--- src/eag_pkg.sv ---
// Package of constants and types for the effective address generator
// Overview of operation
// - Register direct: operand is register content
// - Indirect: address is register, register unchanged
// - Post-increment: old value addresses, then add 1/2/4
// - Pre-decrement: subtract 1/2/4, write back, address
// - 4-bit displacement zero-extended, scaled, plus register
// - Index: register plus index register zero
// - 8-bit displacement zero-extended, scaled, plus global base
// - Target is program counter plus register
// - Logical immediates are zero-extended
// - Move, add, compare immediates are sign-extended
// - Trap immediate zero-extended, times four
// - Word splits into opcode, registers, immediate, displacement
// - Instruction words are exactly sixteen bits
package eag_pkg;
	localparam int EAG_DATA_W = 32;
	localparam int EAG_INSN_W = 16;
	localparam int EAG_DST_LSB = 8;
	localparam int EAG_SRC_LSB = 4;
	localparam int EAG_IMM_LSB = 0;
	localparam logic [31:0] EAG_STEP_BYTE = 32'h00000001;
	localparam logic [31:0] EAG_STEP_WORD = 32'h00000002;
	localparam logic [31:0] EAG_STEP_LONG = 32'h00000004;
	localparam logic [1:0] EAG_TRAP_SHIFT = 2'h2;

	typedef enum logic [3:0] {
		EAG_M_REG_DIRECT,
		EAG_M_REG_INDIRECT,
		EAG_M_POST_INC,
		EAG_M_PRE_DEC,
		EAG_M_DISP4,
		EAG_M_INDEX,
		EAG_M_GBR_DISP8,
		EAG_M_PC_REG
	} eag_mode_t;

	typedef enum logic [1:0] {
		EAG_SZ_BYTE,
		EAG_SZ_WORD,
		EAG_SZ_LONG
	} eag_size_t;

	typedef enum logic [1:0] {
		EAG_IMM_ZERO,
		EAG_IMM_SIGN,
		EAG_IMM_TRAP
	} eag_imm_t;

	// Fields of one sixteen-bit instruction word
	typedef struct packed {
		logic [3:0] opcode;
		logic [3:0] dstReg;
		logic [3:0] srcReg;
		logic [3:0] low4;
	} eag_insn_t;

	// Request from the decoder
	typedef struct packed {
		logic [15:0] insnWord;
		eag_mode_t mode;
		eag_size_t size;
		eag_imm_t immKind;
		logic [31:0] generalRegisterN;
		logic [31:0] indexRegisterZero;
		logic [31:0] globalBaseRegister;
		logic [31:0] progCounter;
	} eag_req_t;

	// Answer to the load/store unit
	typedef struct packed {
		logic [31:0] effAddr;
		logic memAccess;
		logic [31:0] operand;
		logic regWrite;
		logic [31:0] regWriteData;
		logic [3:0] regWriteIdx;
		logic [31:0] immValue;
		logic [3:0] opcode;
		logic [3:0] srcReg;
		logic [3:0] dstReg;
	} eag_resp_t;
endpackage

--- src/eag_effective_address_generator.sv ---
// Effective address and immediate generator, one registered stage
`timescale 1ns/1ns
`default_nettype none
module eag_effective_address_generator import eag_pkg::*; (
	input wire logic ref_clk,
	input wire logic reset,
	input wire logic reqValid,
	input wire eag_req_t req,
	output logic respValid,
	output eag_resp_t resp
);
	// Decoded view of the request, shared by the register groups
	eag_insn_t insnFields;
	logic [31:0] rn;
	logic [31:0] step;
	logic [7:0] imm8;
	logic [31:0] incRn;
	logic [31:0] decRn;
	logic [31:0] disp4Scaled;
	logic [31:0] disp8Scaled;

	// Instruction fields handed on to the load/store unit
	logic [3:0] opcode_r;
	logic [3:0] opcode_nxt;
	logic [3:0] srcReg_r;
	logic [3:0] srcReg_nxt;
	logic [3:0] dstReg_r;
	logic [3:0] dstReg_nxt;

	// Address and memory access flag
	logic [31:0] effAddr_r;
	logic [31:0] effAddr_nxt;
	logic memAccess_r;
	logic memAccess_nxt;

	// Register write-back
	logic regWrite_r;
	logic regWrite_nxt;
	logic [31:0] regWriteData_r;
	logic [31:0] regWriteData_nxt;
	logic [3:0] regWriteIdx_r;
	logic [3:0] regWriteIdx_nxt;

	// Register operand and extended immediate
	logic [31:0] operand_r;
	logic [31:0] operand_nxt;
	logic [31:0] immValue_r;
	logic [31:0] immValue_nxt;

	// Response strobe
	logic valid_r;
	logic valid_nxt;

	// Operand size step 1, 2 or 4
	function automatic logic [31:0] sizeStep(input eag_size_t sz);
		unique case (sz)
			EAG_SZ_BYTE: sizeStep = EAG_STEP_BYTE;
			EAG_SZ_WORD: sizeStep = EAG_STEP_WORD;
			EAG_SZ_LONG: sizeStep = EAG_STEP_LONG;
			default: sizeStep = EAG_STEP_BYTE;
		endcase
	endfunction

	// Zero-extended displacement scaled by operand size
	function automatic logic [31:0] scaleDisp(input logic [7:0] d,
		input eag_size_t sz);
		logic [31:0] z;
		z = {24'h000000, d};
		unique case (sz)
			EAG_SZ_BYTE: scaleDisp = z;
			EAG_SZ_WORD: scaleDisp = {z[30:0], 1'h0};
			EAG_SZ_LONG: scaleDisp = {z[29:0], 2'h0};
			default: scaleDisp = z;
		endcase
	endfunction

	// 32-bit sum, carry out of bit 31 dropped
	function automatic logic [31:0] addWrap(input logic [31:0] a,
		input logic [31:0] b);
		logic [32:0] s;
		s = {1'h0, a} + {1'h0, b};
		addWrap = s[31:0];
	endfunction

	// 32-bit difference, borrow out of bit 31 dropped
	function automatic logic [31:0] subWrap(input logic [31:0] a,
		input logic [31:0] b);
		logic [32:0] d;
		d = {1'h0, a} - {1'h0, b};
		subWrap = d[31:0];
	endfunction

	// Eight-bit immediate widened as the instruction class asks
	function automatic logic [31:0] extendImm(input logic [7:0] i,
		input eag_imm_t kind);
		logic [31:0] z;
		z = {24'h000000, i};
		unique case (kind)
			EAG_IMM_ZERO: extendImm = z;
			EAG_IMM_SIGN: extendImm = {{24{i[7]}}, i};
			EAG_IMM_TRAP: extendImm = z << EAG_TRAP_SHIFT;
			default: extendImm = z;
		endcase
	endfunction

	// Split the sixteen-bit word and form the size-dependent terms
	assign insnFields = eag_insn_t'(req.insnWord);
	assign rn = req.generalRegisterN;
	assign step = sizeStep(req.size);
	assign imm8 = req.insnWord[EAG_IMM_LSB +: 8];
	assign incRn = addWrap(rn, step);
	assign decRn = subWrap(rn, step);
	assign disp4Scaled = scaleDisp({4'h0, insnFields.low4}, req.size);
	assign disp8Scaled = scaleDisp(imm8, req.size);

	// Next field values; they hold while no request is taken
	always_comb begin
		opcode_nxt = opcode_r;
		srcReg_nxt = srcReg_r;
		dstReg_nxt = dstReg_r;
		if (reqValid) begin
			opcode_nxt = insnFields.opcode;
			srcReg_nxt = insnFields.srcReg;
			dstReg_nxt = insnFields.dstReg;
		end
	end

	// Register the fields
	always_ff @(posedge ref_clk or posedge reset) begin
		if (reset) begin
			opcode_r <= '0;
			srcReg_r <= '0;
			dstReg_r <= '0;
		end else begin
			opcode_r <= opcode_nxt;
			srcReg_r <= srcReg_nxt;
			dstReg_r <= dstReg_nxt;
		end
	end

	// Next address and access flag; every sum wraps at 32 bits
	always_comb begin
		effAddr_nxt = effAddr_r;
		memAccess_nxt = memAccess_r;
		if (reqValid) begin
			effAddr_nxt = rn;
			memAccess_nxt = 1'h1;
			unique case (req.mode)
				EAG_M_REG_DIRECT: begin
					memAccess_nxt = 1'h0;
					effAddr_nxt = 32'h00000000;
				end
				EAG_M_REG_INDIRECT: begin
					effAddr_nxt = rn;
				end
				EAG_M_POST_INC: begin
					effAddr_nxt = rn;
				end
				EAG_M_PRE_DEC: begin
					effAddr_nxt = decRn;
				end
				EAG_M_DISP4: begin
					effAddr_nxt = addWrap(rn, disp4Scaled);
				end
				EAG_M_INDEX: begin
					effAddr_nxt = addWrap(rn,
						req.indexRegisterZero);
				end
				EAG_M_GBR_DISP8: begin
					effAddr_nxt = addWrap(req.globalBaseRegister,
						disp8Scaled);
				end
				EAG_M_PC_REG: begin
					effAddr_nxt = addWrap(req.progCounter, rn);
				end
				default: begin
					memAccess_nxt = 1'h0; // Unknown mode code, no access
				end
			endcase
		end
	end

	// Register the address group
	always_ff @(posedge ref_clk or posedge reset) begin
		if (reset) begin
			effAddr_r <= '0;
			memAccess_r <= 1'h0;
		end else begin
			effAddr_r <= effAddr_nxt;
			memAccess_r <= memAccess_nxt;
		end
	end

	// Next write-back; only the stepping modes update the register
	always_comb begin
		regWrite_nxt = regWrite_r;
		regWriteData_nxt = regWriteData_r;
		regWriteIdx_nxt = regWriteIdx_r;
		if (reqValid) begin
			regWrite_nxt = 1'h0;
			regWriteData_nxt = rn;
			regWriteIdx_nxt = insnFields.dstReg;
			case (req.mode)
				EAG_M_POST_INC: begin
					regWrite_nxt = 1'h1;
					regWriteData_nxt = incRn;
				end
				EAG_M_PRE_DEC: begin
					regWrite_nxt = 1'h1;
					regWriteData_nxt = decRn;
				end
				default: begin
					regWrite_nxt = 1'h0; // Register left unchanged
				end
			endcase
		end
	end

	// Register the write-back group
	always_ff @(posedge ref_clk or posedge reset) begin
		if (reset) begin
			regWrite_r <= 1'h0;
			regWriteData_r <= '0;
			regWriteIdx_r <= '0;
		end else begin
			regWrite_r <= regWrite_nxt;
			regWriteData_r <= regWriteData_nxt;
			regWriteIdx_r <= regWriteIdx_nxt;
		end
	end

	// Next operand and immediate
	always_comb begin
		operand_nxt = operand_r;
		immValue_nxt = immValue_r;
		if (reqValid) begin
			operand_nxt = rn;
			immValue_nxt = extendImm(imm8, req.immKind);
		end
	end

	// Register the operand group
	always_ff @(posedge ref_clk or posedge reset) begin
		if (reset) begin
			operand_r <= '0;
			immValue_r <= '0;
		end else begin
			operand_r <= operand_nxt;
			immValue_r <= immValue_nxt;
		end
	end

	// Answer strobe follows each taken request by one cycle
	always_comb begin
		valid_nxt = reqValid;
	end

	// Register the strobe
	always_ff @(posedge ref_clk or posedge reset) begin
		if (reset) begin
			valid_r <= 1'h0;
		end else begin
			valid_r <= valid_nxt;
		end
	end

	// Gather the registered groups into the response
	assign respValid = valid_r;
	assign resp = '{
		effAddr: effAddr_r,
		memAccess: memAccess_r,
		operand: operand_r,
		regWrite: regWrite_r,
		regWriteData: regWriteData_r,
		regWriteIdx: regWriteIdx_r,
		immValue: immValue_r,
		opcode: opcode_r,
		srcReg: srcReg_r,
		dstReg: dstReg_r
	};
endmodule
`default_nettype wire

--- config.mk ---
export PLATFORM = sky130hd
export DESIGN_NAME = eag_effective_address_generator
export DESIGN_NICKNAME = d
export VERILOG_FILES = /design/src/eag_pkg.sv /design/src/eag_effective_address_generator.sv
export SDC_FILE = /design/constraint.sdc
export NUM_CORES = 1
export LEC_CHECK = 0
export BUFFER_PORTS_ARGS = -buffer_cell sky130_fd_sc_hd__buf_2
export CORE_ASPECT_RATIO = 0.5
export CORE_MARGIN = 5
export CORE_UTILIZATION = 30
export CTS_BUF_LIST = sky130_fd_sc_hd__clkbuf_8
export DETAILED_ROUTE_END_ITERATION = 12
export PLACE_DENSITY = 0.49
export SYNTH_ARGS = -nofsm -noshare
export SYNTH_HDL_FRONTEND = slang
export SYNTH_SLANG_ARGS = --single-unit
--- constraint.sdc ---
create_clock -name ref_clk -period 7 [get_ports ref_clk]
set_input_delay 1.4 -clock ref_clk [delete_from_list [all_inputs] [get_ports ref_clk]]
set_output_delay 1.4 -clock ref_clk [all_outputs]
set_load 0.005 [all_outputs]
# Word level (Yosys, flattened, before mapping)
# Cells that the tools add are included.
# word_totals
ff_bits	143
inputBits	155
out_inout_bits	147
# op_classes
add_sub_neg	6
n_eq_ne	11
mux	8
reduce_logical	3
# op_table
operator	n
$pmux W32 S6	1
$add A32 B32 Y32	5
$pmux W32 S2	2
$sub A32 B32 Y32	1
$pmux W10 S2	1
$eq A4 B3 Y1 const B	4
$pmux W6 S2	1
$eq A4 B2 Y1 const B	2
$reduce_or A7 Y1	1
$pmux W3 S2	1
$eq A2 B1 Y1 const B	2
$eq A2 B2 Y1 const B	2
$eq A4 B1 Y1 const B	1
$logic_not A4 Y1	1
$mux W1	2
$reduce_or A2 Y1	1

# Logic depth before layout (Yosys ltp)
# depth
ltp_word	4
ltp_mapped	18
ltp_nobuf	17

# Worst setup path after synthesis
# OpenSTA, ideal clock, no wires.
# synth_path
kind	input to register
from	input port req[130] (netlist name)
to	register effAddr_r[30]
arrival_time_ps	4660
required_ps	6858
path_slack_ps	2198
cell_stages	15
cell_sequence	inv_1 ha_1 clkbuf_1 clkbuf_1 mux2_2 ha_1 a21oi_1 o21ai_1 a2111oi_2 nor4_2 o2111ai_1 xnor2_1 a221o_1 a22oi_1 o221ai_1
# synth_via
elab_chain_cells	4
elab_cells_between_ends	9
classes_between	add/sub (3); eq/ne (2); mux (4)
# synth_rtl
item	line_no	rtl
start: declaration	eag_effective_address_generator.sv:8	input wire eag_req_t req,
$eq A2 B2 Y1 / $eq A2 B1 Y1 (equally long branches)	eag_effective_address_generator.sv:56, eag_effective_address_generator.sv:69	
$pmux W10 S2, or another cell as far along	eag_effective_address_generator.sv:69	unique case (sz)
$add A32 B32 Y32 / $sub A32 B32 Y32 (equally long branches)	eag_effective_address_generator.sv:81, eag_effective_address_generator.sv:89	
$pmux W32 S6 *	eag_effective_address_generator.sv:148	unique case (req.mode)
end signal: assignment	eag_effective_address_generator.sv:189	effAddr_r <= effAddr_nxt;
end: declaration	eag_effective_address_generator.sv:31	logic [31:0] effAddr_r;
# Every way passes the cells marked *; elsewhere a longest branch is shown, timed or not.
# A chain may end at the register's enable or synchronous reset.

# Worst setup path in the final report
# layout_path
from	input port req[130] (netlist name)
to	register effAddr_r[22]
# Same word-level chain as after synthesis.

==> key figures <==
GRT
  • Total GRT Usage: 19.9%
  • Grt met2 use: 35.2%
  • Gr ovfl total: 0
  • Largest net degree at the start of global routing: 82
  • First-pass GRT wire length: 61,100 um
  • Met1 Use GR: 25.3%
  • GRT Max-Usage Layer: met2
  • Met3 usage: 3.47%
  • Vias in the first global route: about 10,000
  • Initial antenna violation count: 0

Job
  • MaxCap Viol Count: 0

Final layout
  • Antenna diode count: 0
  • NumNets Final: 1,708
  • Layout cells sized above 1: 27.9%
  • Post-layout util: 36.5%
  • Post-route cell area: 12,600 um^2
  • P&R area growth vs syn: 19.7%

Timing
  • Tmin final: just under 5 ns
  • Slew HR: about a quarter
  • TNS Setup: 0 ns
  • Final Hold Fails: 0
  • Pins Over Slew Limit: 0
  • Clock skew: 0 ns
  • Final period utilization: approximately 70%
  • Fmax achieved: around 0.20 GHz
  • Worst-margin pin slew: around 1.1 ns
  • Final setup viols: 0
  • RSZ-0062 raised after global routing: false

Placement
  • IO Port Bufs: 301
  • Dpl cell area: ~12,000 um^2
  • HPWL after detailed placement: 30,900 um
  • Final estimated routing congestion in global placement: 0.871

Critical path
  • Slowest-stage cell, CP: nor4_2
  • Reg2Reg Depth: 4
  • CP endpoint: effAddr_r[22]
  • CP Launch Type: input port
  • CP peak stage delay: 0.80 ns
  • Req. time, crit path: 7.40 ns
  • Setup slack, reg-to-reg: 5.70 ns
  • Critical-path maximum fanout: 21
  • Crit. Startpoint: req[130]
  • Crit path DAT: about 5.4 ns
  • CP Class: input port to flip-flop
  • CP dominant cell by count: ha_1
  • Worst R2R Start: effAddr_r[25]
  • Cell Chain, Critical Path: buf_2, inv_1, ha_1, mux2_2, ha_1, nand2_1, o21ai_1, a2111oi_2, nor4_2, nor2_1, nor4b_1, xnor2_1, o22ai_1, o31a_1
  • Critical R2R Capture: effAddr_r[25]
  • CP endpoint kind: flip-flop

Power and ir drop
  • Pwr Density: 176 nW/um^2
  • Worst vdd ir: 0.0949 mV
  • Combinational power share: 29.0%
  • Clock power share: 33.6%
  • PnR Total Power: roughly 2.2 mW
  • Switch share: 36.1%
  • Pint: 1.42 mW
  • Leakage: 5.55 nW
  • Sequential power share: a little under two fifths
  • Net switching power: 0.801 mW

Run status
  • Status: complete, no violations

Synth
  • Syn Nets: 1,494
  • Seq/Total Area, Yosys: slightly below 30%
  • Most numerous cell in the Yosys netlist: nor2_1
  • Top cells by count, synth: nor2_1, dfrtp_1, a21oi_1
  • Synth cell types: 83
  • Post-Syn Area: 10,500 um^2
  • Yosys reg bits: 122
  • Post-Synthesis Cells: 1,285
  • Mapped Avg Cell Area: 8.18 um^2
  • Top cells by area, synth: dfrtp_1, ha_1, nor2_1
  • Ys Warns: 0
  • Post-synth ARST share: 100%
  • Synth top area share: 29.0%
  • Number of synthesized flops with an enable pin: 0
  • Cell taking the most area after synthesis: dfrtp_1
  • Top FF cell, synth: dfrtp_1

Floorplanning
  • Die W: 275 um
  • Site Rows: 48
  • Chip height: roughly 140 um
  • Core Region: approximately 35,000 um^2
  • IO Count: 302
  • DIE AREA: 39,100 um^2
  • Initial Util: a little under a third

CTS
  • Worst-Skew Late Latency: 0.49 ns
  • Post-CTS Setup Inserts: 0
  • Root buf cell: clkbuf_8
  • Cts bufs inserted: 17
  • Post_cts resized: 0
  • CTS tree: done
  • CTS clk-pin slew, worst paths: about 0.09 ns
  • Clock Path Buffers: 2
  • H-tree depth: 4
  • Hold-fix buffers, CTS: 0
  • Num Clock Sinks: around 120

Detailed routing
  • Vias per Instance: 5.36
  • Routed Antenna Nets: 0
  • DRC errors left: 0
  • DR WL/cell: approximately 20 um
  • First-pass DRT Iterations: 6
  • Via count: ~11,000
  • Drt initial violations: 949
  • Routed WL: 40,300 um

Hold path
  • Hold WC Path Type: flip-flop to flip-flop
[per-layer routing]
layer / share of wire, % / wire length, um / up-vias
li1: - / - / 5067
met1: 43 / 17300 / 5148
met2: 50 / 20100 / 373
met3: 5.0 / 2040 / 54
met4: 2.2 / 869 / 0
met5: 0 / 0 / -
[area by class of cell]
cell class	instances	area (um^2)
Timing Repair Buffer	313	1600
Sequential cell	122	3050
Multi-Input combinational cell	1011	6770
Clock inverter	15	208
Tap cell	475	594
Fill cell	3663	21900
Clock buffer	17	234
Inverter	34	133
[logic make-up after synthesis]
kind of cell | share of synthesized area, %
compound gates | 22.4
xor+xnor | 6.58
fa+ha+maj | 6.71
buf+inv | 6.60
flops | 29.0
mux | 9.09
simple gates | 19.6
[placed cells by master, fill, tap and decap left out, drive strengths merged, types with 8 or more instances in the layout]
cell    synthesis  routed
a211oi         13      13
a21o           16      16
a21oi         113     113
a221oi         19      19
a22oi          18      18
a31oi          26      26
and2           12      12
and3           11      11
buf            45     313
clkbuf         73      17
dfrtp         122     122
ha             50      50
inv            34      41
mux2           52      52
mux2i          37      37
nand2          97      97
nand2b         17      17
nand3          25      25
nand4          16      16
nor2          165     165
nor3           27      27
nor4           15      15
o211ai          9       9
o21a            8       8
o21ai          79      79
o21bai         12      12
or3             8       8
xnor2          50      50
xor2           29      29
[per-stage QoR]
stage	std cells	setup slack, ns	hold WS (ns)
after global routing	1987	1.73	0.514
after global placement	1955	1.66	0.463
after floorplan	1285	2.20	0.474
after CTS	1987	2.14	0.495
after detailed placement	1955	1.59	0.475
final	1987	2.04	0.485
[critical path: cells and delay by family]
kind | cells | cell delay (ns)
AOI/OAI and AO/OA | 4 | 0.71
xor gates and xnor gates | 1 | 0.19
adders and majority gates | 2 | 0.95
buffers and inverters | 2 | 0.13
muxes | 1 | 0.40
and+or+nand+nor | 4 | 1.57
[how the worst min path moves through the flow]
stage	end	startpoint	cells past startpoint
6_report	regWriteData_r[17]	regWriteData_r[17]	1
5_1_grt	regWriteData_r[17]	regWriteData_r[17]	1
4_1_cts	regWriteData_r[17]	regWriteData_r[17]	1
3_5_place_dp	regWriteData_r[17]	regWriteData_r[17]	1
3_3_place_gp	regWriteData_r[17]	regWriteData_r[17]	1
2_1_floorplan	regWriteData_r[17]	regWriteData_r[17]	1
[power by group through the flow]
| stage | Combinational [mW] | Clock [mW] | Sequential, mW |
|---|---|---|---|
| 2_1_floorplan | 0.384 | 0 | 0.842 |
| 3_3_place_gp | 0.639 | 0 | 0.843 |
| 3_5_place_dp | 0.646 | 0 | 0.844 |
| 4_1_cts | 0.649 | 0.768 | 0.831 |
| 5_1_grt | 0.713 | 0.798 | 0.840 |
| 6_report | 0.643 | 0.746 | 0.829 |
[state kept, by name, summed over array words and instances (netlist names)]
| name | flops |
|---|---|
| operand_r | 32 |
| effAddr_r | 32 |
| regWriteIdx_r | 4 |
| immValue_r | 11 |
| opcode_r | 4 |
| srcReg_r | 4 |
| regWrite_r | 1 |
| respValid | 1 |
| memAccess_r | 1 |
| regWriteData_r | 32 |
Note: power is estimated with default switching activity, not from simulation.
